## src/encdiv_consts.svh

```systemverilog
// Constants of the encoder counter and step divider
// Operation
// [RULE1] Status read refused while moving, values kept
// [RULE2] Unsigned 24-bit remaining step count per channel
// [RULE3] 24-bit up/down encoder counter per channel
// [RULE4] Count is signed; positive means clockwise
// [RULE5] Host reads three live bytes only at rest
// [RULE6] Counter cleared only by channel initialization
// [RULE7] Encoder counter independent of step logic
// [RULE8] Divider divides by loaded value plus one
// [RULE9] Divider steers steps only on reference source
// [RULE10] Host loads divider only with 1 to 255
// [RULE11] Two channels, one-bit selector picks channel
// [RULE12] Finish flag set, cleared by second read
`ifndef ENCDIV_CONSTS_SVH
`define ENCDIV_CONSTS_SVH

`define ENCDIV_CLK_HZ     32'h05F5_E100
`define ENCDIV_REF_HZ     32'h0001_86A0
`define ENCDIV_PRE_CYC    ((`ENCDIV_CLK_HZ) / (`ENCDIV_REF_HZ))
`define ENCDIV_PRE_MAX    (10'((`ENCDIV_PRE_CYC) - 32'h0000_0001))
`define ENCDIV_CNT_W      24
`define ENCDIV_DIV_W      8
`define ENCDIV_DIV_RST    8'h01
`define ENCDIV_DIV_MIN    8'h01
`define ENCDIV_BYTE_W     2

`endif

```

## src/encdiv_pkg.sv

```systemverilog
// Types of the encoder counter and step divider
package encdiv_pkg;

  typedef enum logic [5:0] {
    ENCDIV_CMD_MOVE   = 6'b00_0001,
    ENCDIV_CMD_STATUS = 6'b00_0010,
    ENCDIV_CMD_ENC    = 6'b00_0100,
    ENCDIV_CMD_FIN    = 6'b00_1000,
    ENCDIV_CMD_DIV    = 6'b01_0000,
    ENCDIV_CMD_INIT   = 6'b10_0000
  } encdiv_cmd_t;

  typedef struct packed {
    logic        a_s1;
    logic        a_s2;
    logic        b_s1;
    logic        b_s2;
    logic [1:0]  ab_prev;
    logic        x_s1;
    logic        x_s2;
    logic        x_prev;
    logic [23:0] enc;
    logic [23:0] remain;
    logic [7:0]  div_val;
    logic [7:0]  div_cnt;
    logic        ref_sel;
    logic        step;
    logic        done;
  } encdiv_chan_t;

  typedef struct packed {
    logic [9:0]       pre_cnt;
    logic             ref_tick;
    logic             rsp_valid;
    logic             rsp_busy;
    logic             rsp_err;
    logic [23:0]      rsp_data;
    logic [1:0][23:0] stat;
    logic [1:0]       fin;
    logic [1:0]       fin_seen;
  } encdiv_top_t;

endpackage : encdiv_pkg

```

## src/encdiv_chan.sv

```systemverilog
// One channel: encoder counter, step divider, remaining steps
`timescale 1ns/10ps
`include "encdiv_consts.svh"

module encdiv_chan (
  input  wire logic        clk,
  input  wire logic        srst,
  input  wire logic        enc_a_pin,
  input  wire logic        enc_b_pin,
  input  wire logic        ext_step_pin,
  input  wire logic        ref_tick,
  input  wire logic        init_pulse,
  input  wire logic        init_ref_sel,
  input  wire logic        div_load,
  input  wire logic [7:0]  div_val,
  input  wire logic        move_load,
  input  wire logic [23:0] move_count,
  output logic      [23:0] enc_count,
  output logic      [23:0] remain,
  output logic             moving,
  output logic             step_pulse,
  output logic             done_pulse
);

  encdiv_pkg::encdiv_chan_t s_r;
  encdiv_pkg::encdiv_chan_t s_nxt;

  // Gray order 00,01,11,10 is clockwise
  function automatic logic [1:0] encdiv_qdir(input logic [1:0] p,
                                             input logic [1:0] c);
    unique case ({p, c})
      4'h1, 4'h7, 4'hE, 4'h8: encdiv_qdir = 2'h1;
      4'h2, 4'hB, 4'hD, 4'h4: encdiv_qdir = 2'h2;
      default:                encdiv_qdir = 2'h0;
    endcase
  endfunction : encdiv_qdir

  logic [1:0] qd;
  logic       div_tick;
  logic       src_tick;
  assign qd       = encdiv_qdir(s_r.ab_prev, {s_r.a_s2, s_r.b_s2});
  assign div_tick = ref_tick && (s_r.div_cnt == 8'h00);
  // [RULE9] Source select
  assign src_tick = s_r.ref_sel ? div_tick : (s_r.x_s2 && !s_r.x_prev);

  ////////////////////////////////////////////////////////////////////////
  always_comb begin
    s_nxt         = s_r;
    s_nxt.a_s1    = enc_a_pin;
    s_nxt.a_s2    = s_r.a_s1;
    s_nxt.b_s1    = enc_b_pin;
    s_nxt.b_s2    = s_r.b_s1;
    s_nxt.ab_prev = {s_r.a_s2, s_r.b_s2};
    s_nxt.x_s1    = ext_step_pin;
    s_nxt.x_s2    = s_r.x_s1;
    s_nxt.x_prev  = s_r.x_s2;
    s_nxt.step    = 1'b0;
    s_nxt.done    = 1'b0;
    // [RULE3] Up/down count
    // [RULE7] Encoder pins only, no motion flag
    if (qd == 2'h1) begin
      s_nxt.enc = s_r.enc + 24'h00_0001;
    end else if (qd == 2'h2) begin
      s_nxt.enc = s_r.enc - 24'h00_0001;
    end
    // [RULE8] Reload gives ratio plus one
    if (ref_tick) begin
      s_nxt.div_cnt = div_tick ? s_r.div_val : s_r.div_cnt - 8'h01;
    end
    if (div_load) begin
      s_nxt.div_val = div_val;
    end
    // [RULE2] Remaining steps count down
    if (move_load) begin
      s_nxt.remain = move_count;
      s_nxt.done   = (move_count == 24'h00_0000);
    end else if ((s_r.remain != 24'h00_0000) && src_tick) begin
      s_nxt.remain = s_r.remain - 24'h00_0001;
      s_nxt.step   = 1'b1;
      s_nxt.done   = (s_r.remain == 24'h00_0001);
    end
    // [RULE6] Clear only here
    if (init_pulse) begin
      s_nxt.enc     = 24'h00_0000;
      s_nxt.remain  = 24'h00_0000;
      s_nxt.div_cnt = 8'h00;
      s_nxt.ref_sel = init_ref_sel;
      s_nxt.step    = 1'b0;
      s_nxt.done    = 1'b0;
    end
  end

  always_ff @(posedge clk) begin
    if (srst) begin
      s_r         <= '0;
      s_r.div_val <= `ENCDIV_DIV_RST;
    end else begin
      s_r <= s_nxt;
    end
  end

  assign enc_count  = s_r.enc;
  assign remain     = s_r.remain;
  assign moving     = (s_r.remain != 24'h00_0000);
  assign step_pulse = s_r.step;
  assign done_pulse = s_r.done;
endmodule : encdiv_chan

```

## src/encdiv_top.sv

```systemverilog
// Two-channel encoder counter and step divider with command port
`timescale 1ns/10ps
`include "encdiv_consts.svh"

module encdiv_top (
  input  wire logic        clk,
  input  wire logic        srst,
  input  wire logic [1:0]  enc_a,
  input  wire logic [1:0]  enc_b,
  input  wire logic [1:0]  ext_step,
  input  wire logic        cmd_valid,
  input  wire logic [5:0]  cmd_code,
  input  wire logic        cmd_chan,
  input  wire logic [23:0] cmd_data,
  output logic             rsp_valid,
  output logic             rsp_busy,
  output logic             rsp_err,
  output logic      [23:0] rsp_data,
  output logic      [1:0]  step_out,
  output logic      [1:0]  cmd_done
);

  encdiv_pkg::encdiv_top_t s_r;
  encdiv_pkg::encdiv_top_t s_nxt;

  logic [1:0][23:0] enc_cnt;
  logic [1:0][23:0] remain;
  logic [1:0]       moving;
  logic [1:0]       done;
  logic [1:0]       init_p;
  logic [1:0]       div_p;
  logic [1:0]       move_p;
  logic             div_ok;

  // Zero or oversize divider values are refused here as a safety net
  assign div_ok = (cmd_data[7:0] >= `ENCDIV_DIV_MIN) &&
                  (cmd_data[23:8] == 16'h0000);

  function automatic logic encdiv_hit(input logic [5:0] code,
                                      input logic       ch,
                                      input logic       idx);
    encdiv_hit = cmd_valid && (cmd_code == code) && (ch == idx);
  endfunction : encdiv_hit

  ////////////////////////////////////////////////////////////////////////
  // [RULE11] Two independent channels
  for (genvar g = 0; g < 2; g++) begin : g_chan
    assign init_p[g] = encdiv_hit(encdiv_pkg::ENCDIV_CMD_INIT, cmd_chan,
                                  1'(g));
    assign div_p[g]  = encdiv_hit(encdiv_pkg::ENCDIV_CMD_DIV, cmd_chan,
                                  1'(g)) && div_ok;
    assign move_p[g] = encdiv_hit(encdiv_pkg::ENCDIV_CMD_MOVE, cmd_chan,
                                  1'(g)) && !moving[g];
    encdiv_chan u_chan (
      .clk          (clk),
      .srst         (srst),
      .enc_a_pin    (enc_a[g]),
      .enc_b_pin    (enc_b[g]),
      .ext_step_pin (ext_step[g]),
      .ref_tick     (s_r.ref_tick),
      .init_pulse   (init_p[g]),
      .init_ref_sel (cmd_data[0]),
      .div_load     (div_p[g]),
      .div_val      (cmd_data[7:0]),
      .move_load    (move_p[g]),
      .move_count   (cmd_data),
      .enc_count    (enc_cnt[g]),
      .remain       (remain[g]),
      .moving       (moving[g]),
      .step_pulse   (step_out[g]),
      .done_pulse   (done[g])
    );
  end

  ////////////////////////////////////////////////////////////////////////
  always_comb begin
    s_nxt           = s_r;
    s_nxt.rsp_valid = 1'b0;
    // 100 kHz reference as a one-cycle enable
    s_nxt.ref_tick  = (s_r.pre_cnt == `ENCDIV_PRE_MAX);
    s_nxt.pre_cnt   = s_nxt.ref_tick ? 10'h000 : s_r.pre_cnt + 10'h001;
    if (cmd_valid) begin
      s_nxt.rsp_valid = 1'b1;
      s_nxt.rsp_busy  = 1'b0;
      s_nxt.rsp_err   = 1'b0;
      // Any command breaks a run of finish reads
      s_nxt.fin_seen  = 2'b00;
      unique case (cmd_code)
        encdiv_pkg::ENCDIV_CMD_MOVE: begin
          s_nxt.rsp_busy = moving[cmd_chan];
        end
        encdiv_pkg::ENCDIV_CMD_STATUS: begin
          // [RULE1] Busy keeps last status
          if (moving[cmd_chan]) begin
            s_nxt.rsp_busy = 1'b1;
            s_nxt.rsp_data = s_r.stat[cmd_chan];
          end else begin
            // [RULE2] Report remaining steps
            s_nxt.stat[cmd_chan] = remain[cmd_chan];
            s_nxt.rsp_data       = remain[cmd_chan];
          end
        end
        encdiv_pkg::ENCDIV_CMD_ENC: begin
          // [RULE5] Live byte, no snapshot
          unique case (cmd_data[1:0])
            2'h0:    s_nxt.rsp_data = {16'h0000, enc_cnt[cmd_chan][7:0]};
            2'h1:    s_nxt.rsp_data = {16'h0000, enc_cnt[cmd_chan][15:8]};
            2'h2:    s_nxt.rsp_data = {16'h0000, enc_cnt[cmd_chan][23:16]};
            default: s_nxt.rsp_err  = 1'b1;
          endcase
        end
        encdiv_pkg::ENCDIV_CMD_FIN: begin
          // [RULE12] Second read clears flag
          s_nxt.rsp_data = {23'h00_0000, s_r.fin[cmd_chan]};
          if (s_r.fin_seen[cmd_chan]) begin
            s_nxt.fin[cmd_chan] = 1'b0;
          end else begin
            s_nxt.fin_seen[cmd_chan] = 1'b1;
          end
        end
        encdiv_pkg::ENCDIV_CMD_DIV: begin
          s_nxt.rsp_err = !div_ok;
        end
        encdiv_pkg::ENCDIV_CMD_INIT: begin
          s_nxt.fin[cmd_chan] = 1'b1;
        end
        default: begin
          s_nxt.rsp_err = 1'b1;
        end
      endcase
    end
    // [RULE12] Set wins over clear
    for (int i = 0; i < 2; i++) begin
      if (done[i]) begin
        s_nxt.fin[i] = 1'b1;
      end
    end
  end

  always_ff @(posedge clk) begin
    if (srst) begin
      s_r <= '0;
    end else begin
      s_r <= s_nxt;
    end
  end

  assign rsp_valid = s_r.rsp_valid;
  assign rsp_busy  = s_r.rsp_busy;
  assign rsp_err   = s_r.rsp_err;
  assign rsp_data  = s_r.rsp_data;
  assign cmd_done  = s_r.fin;
endmodule : encdiv_top

```

## config.mk

```make
export PLATFORM = sky130hd
export DESIGN_NAME = encdiv_top
export DESIGN_NICKNAME = d
export VERILOG_FILES = /design/src/encdiv_pkg.sv /design/src/encdiv_chan.sv /design/src/encdiv_top.sv
export VERILOG_INCLUDE_DIRS = /design/src
export SDC_FILE = /design/constraint.sdc
export NUM_CORES = 1
export LEC_CHECK = 0
export BUFFER_PORTS_ARGS = -buffer_cell sky130_fd_sc_hd__buf_2
export CORE_MARGIN = 1
export CORE_UTILIZATION = 53
export DETAILED_ROUTE_END_ITERATION = 16
export PLACE_DENSITY = 0.78
export SYNTH_ARGS = -nofsm -noshare
export SYNTH_HDL_FRONTEND = slang
export SYNTH_SLANG_ARGS = --single-unit
```

## constraint.sdc

```tcl
create_clock -name clk -period 3.33 [get_ports clk]
set_input_delay 0.333 -clock clk [delete_from_list [all_inputs] [get_ports clk]]
set_output_delay 0.333 -clock clk [all_outputs]
set_load 0.005 [all_outputs]
```

Yosys cells after proc, flatten, opt, wreduce, memory -nomap -nowiden
Memory sizes are Yosys's and may differ from the RTL's. A register that Yosys moved wholly into a read port is not among the register bits.
Index checks and enable logic that the tools add are counted.
{"block": "op_classes", "n_addsub": 9, "order_cmp": 3, "eq_ne": 18, "mux": 51, "bitwise_logic": 5, "n_reduce_logical": 53}
{"operator": "$mux W24", "count": 16}
{"operator": "$pmux W24 S3", "count": 2}
{"operator": "$mux W48", "count": 2}
{"operator": "$sub A24 B1 Y24 const B", "count": 4}
{"operator": "$mux W79", "count": 1}
{"operator": "$add A24 B1 Y24 const B", "count": 2}
{"operator": "$bwmux W48", "count": 1}
{"operator": "$eq A24 B1 Y1 const B", "count": 2}
{"operator": "$reduce_bool A24 Y1", "count": 2}
{"operator": "$demux W24 S1", "count": 1}
{"operator": "$logic_not A24 Y1", "count": 1}
{"operator": "$logic_and A1 B1 Y1", "count": 21}
{"operator": "$logic_not A16 Y1", "count": 1}
{"operator": "$logic_not A8 Y1", "count": 2}
{"operator": "$mux W8", "count": 2}
{"operator": "$sub A8 B1 Y8 const B", "count": 2}
{"operator": "$mux W1", "count": 15}
{"operator": "$reduce_and A3 Y1", "count": 4}
{"operator": "$reduce_bool A2 Y1", "count": 6}
{"operator": "$add A10 B1 Y10 const B", "count": 1}
{"operator": "$eq A10 B10 Y1 const B", "count": 1}
{"operator": "$mux W2", "count": 5}
{"operator": "$reduce_bool A3 Y1", "count": 3}
{"operator": "$reduce_or A3 Y1", "count": 3}
{"operator": "26 further kinds", "count": 39}
{"block": "totals", "ff_bits": 238, "rom_bits": 64, "in_bits": 40, "out_inout_bits": 31, "mem_count": 2}
{"memory": "(no name shown)", "words": 16, "word_bits": 2, "rd": 1, "rd_ports_with_merged_regs": 1, "write_ports": 0, "line_no": "encdiv_chan.sv:31", "rtl": "unique case ({p, c})"}
{"memory": "(no name shown)", "words": 16, "word_bits": 2, "rd": 1, "rd_ports_with_merged_regs": 1, "write_ports": 0, "line_no": "encdiv_chan.sv:31"}

Depth between registers and ports, before layout
Gate-level depths: netlist of run 1.
{"block": "logic_depth", "word_depth": 10, "mapped_depth": 12, "ltp_nobuf": 11}

Hierarchy
Synthesis of run 1 repeated with hierarchy kept, for this count alone.
{"block": "hier_totals", "hier_cells": 1822, "area_unflattened_um2": 15312.2}
{"mod": "encdiv_top", "n_inst": 1, "cells_per_inst": 611, "area_per_inst_um2": 5215.0}
{"mod": "encdiv_chan (g_chan[0].u_chan)", "n_inst": 1, "cells_per_inst": 610, "area_per_inst_um2": 5161.2}
{"mod": "encdiv_chan (g_chan[1].u_chan)", "n_inst": 1, "cells_per_inst": 601, "area_per_inst_um2": 4936.0}

Least setup slack after synthesis of run 1
Ideal clock, no wire load.
{"block": "synth_path", "path_type": "register to register", "from": "reg, netlist name g_chan[1].u_chan.qd[1]", "to": "reg g_chan[1].u_chan.s_r (netlist bit g_chan[1].u_chan.enc_count[23])", "setup_time_ns": 0.070, "arrival_time_ns": 3.006, "t_required_ns": 3.260, "path_slack_ns": 0.254, "path_stages_with_launch": 13, "path_cell_list": "dfxtp_1 > inv_1 > ha_1 > inv_1 > ha_1 > clkbuf_2 > and3_1 > a32o_1 > o31ai_1 > o31ai_1 > mux2_2 > a21o_1 > a21oi_1"}
{"block": "synth_between", "elab_chain_len": 2, "elab_cells_between_ends": 4, "cone_classes": "eq/ne (2); mux (1); reduce/logical (1)"}
{"element": "$eq A2 B1 Y1 or $eq A2 B2 Y1 (tied branches)", "line_no": "encdiv_chan.sv:61, encdiv_chan.sv:63"}
{"element": "$mux W24 or $reduce_bool A2 Y1 (tied branches)"}
{"element": "end signal, assigned", "line_no": "encdiv_chan.sv:98", "rtl": "s_r <= s_nxt;"}
{"element": "end, declared", "line_no": "encdiv_chan.sv:25", "rtl": "encdiv_pkg::encdiv_chan_t s_r;"}
Several ways; a longest one is shown, not always the timed one.
A chain may end at the register's enable or synchronous reset.

Worst setup path after layout of run 1
{"block": "layout_path", "from": "reg, netlist name g_chan[1].u_chan.qd[1]", "to": "reg g_chan[1].u_chan.s_r (netlist bit g_chan[1].u_chan.enc_count[18])"}
{"block": "layout_between", "elab_chain_len": 2, "elab_cells_between_ends": 4, "cone_classes": "eq/ne (2); mux (1); reduce/logical (1)"}
{"element": "$eq A2 B1 Y1 or $eq A2 B2 Y1 (tied branches)", "line_no": "encdiv_chan.sv:61, encdiv_chan.sv:63"}
{"element": "$mux W24 or $reduce_bool A2 Y1 (tied branches)"}
Several ways; a longest one is shown, not always the timed one.

==> run metrics, run 1 <==
dpl hpwl=23000 um; max cap viols=0; via count=11400; clk slew on worst S/H paths=0.06 ns; Synth Area in Compound Gates=18.7%; Starting Density=53.8%; # nets final=1682; RSZ-0062 raised after global routing=true; crit end category=flip-flop; Fillers=2126; Critical Path, Cell by Cell=inv_1 > ha_1 > inv_1 > ha_1 > a21o_1 > a31oi_1 > or4_1 > o211ai_1 > o21ai_0 > a2111o_1 > nand3_1; first-pass GRT wire length=52600 um; CP Max Fanout=12; Leak=0.00580 uW; GR Layer Usage met2=40.1%; largest net degree at the start of global routing=37; Post-Synth XOR/XNOR Area=5.17%; Area growth syn-to-layout=10.1%; Post-synth top flop=dfxtp_1; R2R cell count=11; Syn Nets=1659; most frequent cell after synthesis=dfxtp_1; post-route worst setup slack=0.199 ns; CTS tree=done; # IOs=71; largest cells by area after synthesis=dfxtp_1 37%, ha_1 6.0%, a21oi_1 4.7%; worst r2r dst=g_chan[1].u_chan.enc_count[18]; top post-synthesis cells by count=242 x dfxtp_1, 159 x nor2_1, 157 x nand2_1, 123 x a21oi_1, 83 x o21ai_0; global-route usage over all layers=24.8%; WL final=31800 um; CTS max path bufs=3; Pre-antenna DRT Iters=5; Yosys warning total=0; vias in the first global route=10700; Initial DRC Count=998; Data required, critical path=3.81 ns; Tightest Pin Transition=1.18 ns; worst r2r src=g_chan[1].u_chan.qd[1]; share of cells above drive strength 1=11.0%; Min Hold Slack=0.0185 ns; Syn Inst Count=1554; placed insts=1872; top-area cell type share of the netlist area=37.2%; largest family of logic cells by synthesized area=simple AND/OR/NAND/NOR gates; number of port buffers=70; CP Capture Point=g_chan[1].u_chan.enc_count[18]; Worst Clk Skew=0.0273 ns; grt met1 use=34.5%; final setup violation count=0; Die Ht=159 um; VDD IR max=0.435 mV; mux cell area share after synthesis=5.29%; DR vias/cell=5.95; number of synthesized register bits=242; Fmax=319 MHz; Post-CTS Hold Buffers=0; worst reg-to-reg setup slack=0.20 ns; Post-synth EDFFs=0; mean routed wirelength per cell=16.5 um; Die Area=25200 um^2; Num Clock Sinks=242; Mean Syn Cell Area=8.39 um^2; setup slack at placement=0.224 ns; post-route DRC violation count=0; crit path launch=g_chan[1].u_chan.qd[1]; WS Path Type=reg2reg; Simple-Gate Fraction of Synth Area=22.3%; post-synth top area cell=dfxtp_1; root buffer cell=clkbuf_16; GRT Max-Usage Layer=met2; Clk Latency, worst-skew pair=0.54 ns; Synth cell types=82; power per cell area=865 nW/um^2; GR Layer Usage met3=3.19%; Max H-tree Level=1; sequential area share after synthesis=37.2%; Worst path max stage delay=0.56 ns; GRT overflow=0; total core area=24200 um^2; max-slew violations=0; startpoint types=flip-flop; status=complete, no violations; antenna violations before repair=2; Post-synth ARST share=0%; period utilization=94.0%; Num CTS Buffers=26; Worst path slowest cell=or4_1; Worst EP arrival=3.61 ns; Final Hold Viols=0; GP Congestion=0.932; num rows=57; post-route insts no fill=1922; Max-Slew Margin vs Limit=20.9%; synthesized area=13000 um^2; post-route minimum period=3.13 ns; Die Wd=159 um; synthesized-area fraction occupied by adder cells=6.35%; Routed Antenna Nets=0; Hold WC Path Type=in2reg; # resized after CTS=0
## metal layers
layer  part of all wire (%)  wire, um
met5                      0         0
met4                    2.3       744
met3                    6.7      2130
met2                     44     14100
met1                     46     14800
## kinds of logic after synthesis
family | after synthesis
simple gates | 579
mux | 68
buf+inv | 138
fa+ha+maj | 65
xor+xnor | 77
flops | 242
compound gates | 385
## power by group
group          internal (uW)  total (uW)  switching (uW)  leakage, uW
sequential              3280        3710             424      0.00196
combinational           2290        5820            3530      0.00342
clock                   1660        2880            1220     0.000416
total                   7230       12400            5170      0.00580
## how the worst min path moves through the flow
stage	from	slack [ns]	cells after the start	to
2_1_floorplan	g_chan[0].u_chan.s_nxt[68]	0.41	1	g_chan[0].u_chan.s_nxt[67]
3_3_place_gp	s_r[80]	0.43	1	s_r[80]
3_5_place_dp	rsp_data[11]	0.44	2	rsp_data[11]
4_1_cts	enc_b[0]	0.006	2	g_chan[0].u_chan.s_nxt[72]
5_1_grt	enc_a[1]	0.02	2	g_chan[1].u_chan.s_nxt[74]
6_report	enc_b[0]	0.02	2	g_chan[0].u_chan.s_nxt[72]
## cell usage in the layout (no fill, tap or decap), types with 8 or more instances in the layout
cell	synthesis	layout
a21oi_1	123	123
xnor2_1	43	43
inv_1	35	35
nor4_1	19	19
nand3_1	44	44
and3_1	34	34
nor3_1	34	34
dfxtp_1	242	242
nand4_1	13	13
buf_4	28	25
o31ai_1	8	8
o21ai_0	83	83
a211oi_1	21	21
nor2b_1	22	22
a21o_1	10	10
nand2_1	157	157
a22oi_1	28	28
nor3b_1	10	10
xor2_1	34	34
mux2i_1	61	61
clkbuf_16	0	26
o211ai_1	11	11
nand2b_1	13	13
buf_2	22	70
nor2_1	159	159
ha_1	63	63
and2_1	28	28
a31oi_1	27	27
## through the flow
step	instance area [um^2]	power, uW	utilization, %	TNS, ns
finish	14300	12400	59.2	0
global route	14300	13200	59.2	-0.00630
CTS	14300	12300	59.1	0
detailed placement	13500	9430	55.5	0
global placement	13500	9320	55.5	0
floorplan	13000	8150	-	0
## worst max-delay path: cells and delay by family, from the launching register on
kind,cells,cell delay [ns]
AOI/OAI and AO/OA,5,1.26
and+or+nand+nor,2,0.63
adders and majority gates,2,0.61
DFF,1,0.30
buffers and inverters,2,0.27
## final cells by class
type                       count  area [um^2]  share of cell area [%]
multi-input combinational   1174         7540                    52.5
sequential                   242         4840                    33.8
clock buffer                  33          737                    5.14
timing repair buffer          95          538                    3.75
tap                          324          405                    2.83
inverter                      38          143                   0.994
clock inverter                14          134                   0.933
antenna                        2         5.00                  0.0349
## timing repair
item | in CTS | in global routing
buffers inserted | 0 | 1
endpoints found under the hold margin | 0 | 0
endpoints found under the setup margin | 0 | 1
No activity file was read; power rests on OpenSTA's default activity.
==> run 2: changes to the inputs <==
--- a/config.mk
+++ b/config.mk
@@ -6,11 +6,11 @@
 export SDC_FILE = /design/constraint.sdc
 export NUM_CORES = 1
 export LEC_CHECK = 0
-export BUFFER_PORTS_ARGS = -buffer_cell sky130_fd_sc_hd__buf_2
 export CORE_MARGIN = 1
 export CORE_UTILIZATION = 53
 export DETAILED_ROUTE_END_ITERATION = 16
-export PLACE_DENSITY = 0.78
+export DONT_BUFFER_PORTS = 1
+export PLACE_DENSITY = 0.75
 export SYNTH_ARGS = -nofsm -noshare
 export SYNTH_HDL_FRONTEND = slang
 export SYNTH_SLANG_ARGS = --single-unit
==> run metrics, run 2 (synthesis gave the netlist of run 1 again) <==
Clk Latency, worst-skew pair=0.53 ns; Hold WC Path Type=in2reg; root buffer cell=clkbuf_16; GRT overflow=0; Worst path max stage delay=0.91 ns; post-route DRC violation count=0; Die Ht=159 um; first-pass GRT wire length=53900 um; antenna violations before repair=0; CP Max Fanout=17; max cap viols=0; Leak=0.00564 uW; WL final=32800 um; post-route minimum period=3.08 ns; Worst EP arrival=3.55 ns; power per cell area=878 nW/um^2; num rows=57; Max-Slew Margin vs Limit=21.3%; Initial DRC Count=1077; WP buf/inv=2; VDD IR max=0.465 mV; Pwr Total=12600 uW; Setup TNS=0 ns; final setup violation count=0; share of cells above drive strength 1=6.57%; mean routed wirelength per cell=17.5 um; CTS max path bufs=3; CTS tree=done; Data required, critical path=3.80 ns; number of port buffers=0; Min Hold Slack=0.0200 ns; Starting Density=53.8%; sequential cell area=4840 um^2; Pre-antenna DRT Iters=5; max-slew violations=0; Max H-tree Level=1; Tightest Pin Transition=1.18 ns; most common cell after layout, fill and taps aside=dfxtp_1; WS Path Type=reg2reg; vias in the first global route=10400; global-route usage over all layers=25.7%; Routed Antenna Nets=0; dpl hpwl=22700 um; worst reg-to-reg setup slack=0.25 ns; Fillers=2140; Num CTS Buffers=27; Final Hold Viols=0; area of the multi-input gates=7540 um^2; total core area=24200 um^2; grt met1 use=36.1%; most frequent cells in the layout=242 x dfxtp_1, 159 x nor2_1, 157 x nand2_1, 123 x a21oi_1, 83 x o21ai_0; CP delay by family, top=simple AND/OR/NAND/NOR gates; # IOs=71; GR Layer Usage met3=4.28%; Die Wd=159 um; Worst path slowest cell=nor2_1; Area growth syn-to-layout=10.1%; GRT Max-Usage Layer=met2; GP Congestion=0.910; via count=11300; Fmax=325 MHz; # nets final=1641; period utilization=92.4%; Num Clock Sinks=242; largest net degree at the start of global routing=47; crit end category=flip-flop; DR vias/cell=6.03; Critical Path, Cell by Cell=or3_1 > nor4_4 > buf_4 > and4_1 > nor2_1 > o2111ai_1 > a21oi_1 > dlygate4sd3_1; status=complete, no violations; GR Layer Usage met2=39.7%; Die Area=25200 um^2; clk slew on worst S/H paths=0.06 ns; Worst Clk Skew=0.0182 ns; startpoint types=flip-flop; RSZ-0062 raised after global routing=false
[run 2: cell count changes in the layout (fill, tap and decap cells not counted), sizes merged]
cell | before | now
diode | 2 | 1
clkinv | 8 | 7
clkinvlp | 5 | 1
dlygate4sd3 | 0 | 30
inv | 38 | 37
bufinv | 1 | 4
buf | 95 | 23
clkbuf | 33 | 35
[run 2: through the flow]
| stage | util [%] | setup WS (ns) | cell area [um^2] | cells |
|---|---|---|---|---|
| finish | 59.2 | 0.253 | 14300 | 1878 |
| global route | 59.1 | 0.00905 | 14300 | 1877 |
| CTS | 59.1 | 0.307 | 14300 | 1877 |
| detailed placement | 54.0 | 0.319 | 13100 | 1800 |
| global placement | 54.0 | 0.382 | 13100 | 1800 |
| floorplan | - | 0.254 | 13000 | 1554 |
[run 2: where the power goes]
| group | leakage (uW) | switching [uW] | internal [uW] | total (uW) |
|---|---|---|---|---|
| sequential | 0.00196 | 450 | 3280 | 3730 |
| combinational | 0.00322 | 3520 | 2250 | 5770 |
| clock | 0.000459 | 1170 | 1920 | 3090 |
| total | 0.00564 | 5140 | 7450 | 12600 |
[run 2: worst paths after layout]
check                                  start                    endpoint  cells past startpoint
setup reg to reg  g_chan[1].u_chan.remain[6]                    rsp_busy                      8
setup / recovery  g_chan[1].u_chan.remain[6]                    rsp_busy                      8
hold / removal                   cmd_data[9]  g_chan[0].u_chan.remain[9]                      2
hold reg to reg   g_chan[0].u_chan.s_nxt[68]  g_chan[0].u_chan.s_nxt[67]                      1
[run 2: layout make-up]
cell class	count	area share [%]
multi-input cells	1174	52.5
clock buffers	35	5.34
well taps	324	2.83
repair buffers	53	3.38
clock inverters	11	1.13
inverters	38	0.994
flip-flops and latches	242	33.8
diodes	1	0.0174
[run 2: what timing repair did]
action	in CTS	in global routing
endpoints found under the hold margin	81	0
buffers inserted	0	0
gates resized for setup	0	0
hold buffers	31	0
[run 2: layer usage]
metal	vias up	part of all wire (%)
li1	5542	-
met1	5300	46
met2	402	43
met3	75	7.6
met4	0	2.9
met5	-	0
==> run 3: changes to the inputs <==
--- a/config.mk
+++ b/config.mk
@@ -6,11 +6,11 @@
 export SDC_FILE = /design/constraint.sdc
 export NUM_CORES = 1
 export LEC_CHECK = 0
+export BUFFER_PORTS_ARGS = -buffer_cell sky130_fd_sc_hd__buf_2
 export CORE_MARGIN = 1
 export CORE_UTILIZATION = 53
 export DETAILED_ROUTE_END_ITERATION = 16
-export DONT_BUFFER_PORTS = 1
-export PLACE_DENSITY = 0.75
+export PLACE_DENSITY = 0.78
 export SYNTH_ARGS = -nofsm -noshare
 export SYNTH_HDL_FRONTEND = slang
 export SYNTH_SLANG_ARGS = --single-unit
==> constraint.sdc (replaced) <==
create_clock -name clk -period 3.9 [get_ports clk]
set_input_delay 0.39 -clock clk [delete_from_list [all_inputs] [get_ports clk]]
set_output_delay 0.39 -clock clk [all_outputs]
set_load 0.005 [all_outputs]
==> run metrics, run 3 (synthesis gave the netlist of run 1 again) <==
most frequent cells in the layout=242 x dfxtp_1, 159 x nor2_1, 157 x nand2_1, 123 x a21oi_1, 83 x o21ai_0; # nets final=1677; crit end category=flip-flop; Clk Latency, worst-skew pair=0.53 ns; Area growth syn-to-layout=9.66%; Post-CTS Setup Inserts=0; Post-CTS Hold Buffers=0; Num Clock Sinks=242; dpl hpwl=23000 um; CP delay by family, top=compound AO/OA/AOI/OAI gates; Worst Clk Skew=0.0128 ns; num rows=57; post-route insts no fill=1916; post-route minimum period=3.13 ns; Routed Antenna Nets=0; global-route usage over all layers=25.1%; Final Util=58.9%; DR vias/cell=5.99; placed insts=1868; antenna violations before repair=1; most common cell after layout, fill and taps aside=dfxtp_1; Worst path slowest cell=or4_1; clk slew on worst S/H paths=0.06 ns; Initial DRC Count=1017; Leak=0.00578 uW; root buffer cell=clkbuf_16; Data required, critical path=4.35 ns; max-slew violations=0; Fmax=319 MHz; VDD IR max=0.403 mV; largest net degree at the start of global routing=38; period utilization=80.3%; max cap viols=0; Tightest Pin Transition=1.29 ns; RSZ-0062 raised after global routing=false; vias in the first global route=10700; Die Wd=159 um; WP buf/inv=3; Min Hold Slack=0.0734 ns; # resized after CTS=0; worst reg-to-reg setup slack=0.77 ns; Critical Path, Cell by Cell=inv_1 > ha_1 > inv_1 > buf_4 > ha_1 > nand2_1 > or4_1 > o211ai_1 > o2111ai_1 > a211o_1 > o211ai_1; Pre-antenna DRT Iters=5; Die Ht=159 um; Num CTS Buffers=26; Max-Slew Margin vs Limit=13.4%; Setup TNS=0 ns; Max H-tree Level=1; Worst path max stage delay=0.60 ns; # IOs=71; number of port buffers=70; Hold WC Path Type=in2reg; Fillers=2150; Worst EP arrival=3.59 ns; GRT overflow=0; Die Area=25200 um^2; share of cells above drive strength 1=10.4%; WS Path Type=reg2reg; power per cell area=736 nW/um^2; startpoint types=flip-flop; post-route DRC violation count=0; CTS tree=done; via count=11500; status=complete, no violations; final setup violation count=0; CTS max path bufs=3; total core area=24200 um^2; GP Congestion=0.928; Final Hold Viols=0; WL final=32200 um; first-pass GRT wire length=53000 um; mean routed wirelength per cell=16.8 um; CP Max Fanout=18; Starting Density=53.8%
-- run 3: per-stage QoR --
step	power, uW	instance area, um^2	setup WS, ns
2_1_floorplan	6960	13000	0.824
3_3_place_gp	7890	13400	0.852
3_5_place_dp	7980	13400	0.806
4_1_cts	10500	14300	0.800
5_1_grt	11200	14300	0.403
6_report	10500	14300	0.768
-- run 3: area by class of cell --
| cell class | instances | area (um^2) | share of cell area (%) |
|---|---|---|---|
| Clock inverter | 6 | 61.3 | 0.429 |
| Clock buffer | 41 | 798 | 5.59 |
| Timing Repair Buffer | 90 | 500 | 3.50 |
| Antenna cell | 1 | 2.50 | 0.0175 |
| Sequential cell | 242 | 4840 | 33.9 |
| Multi-Input combinational cell | 1174 | 7540 | 52.7 |
| Inverter | 38 | 143 | 0.998 |
| Tap cell | 324 | 405 | 2.84 |
-- run 3: path summary, 6_finish.rpt --
path                                    endpoint                       start  cells after the start
setup / recovery  g_chan[1].u_chan.enc_count[22]      g_chan[1].u_chan.qd[1]                     11
hold / removal        g_chan[1].u_chan.s_nxt[72]                    enc_b[1]                      2
setup reg to reg  g_chan[1].u_chan.enc_count[22]      g_chan[1].u_chan.qd[1]                     11
hold reg to reg       g_chan[1].u_chan.s_nxt[67]  g_chan[1].u_chan.s_nxt[68]                      1
-- run 3: power breakdown --
part           switching, uW  leakage (uW)  total, uW  internal [uW]
Combinational           3020       0.00340       4890           1870
Sequential               375       0.00196       3180           2800
Clock                    990      0.000422       2460           1470
Total                   4380       0.00578      10500           6140
-- run 3: worst register-to-register path, delay by kind of cell (launching register included) --
family	cells	cell delay, ns
AOI/OAI and AO/OA	4	0.99
adders and majority gates	2	0.45
buffers and inverters	3	0.60
DFF	1	0.30
and+or+nand+nor	2	0.73
-- run 3: per-layer routing --
layer | GRT usage (%) | up-vias | wire (um)
met2 | 39.5 | 408 | 14100
met5 | 0 | - | 0
met3 | 3.42 | 59 | 2070
met1 | 35.2 | 5410 | 15200
met4 | 8.08 | 0 | 877
li1 | - | 5609 | -
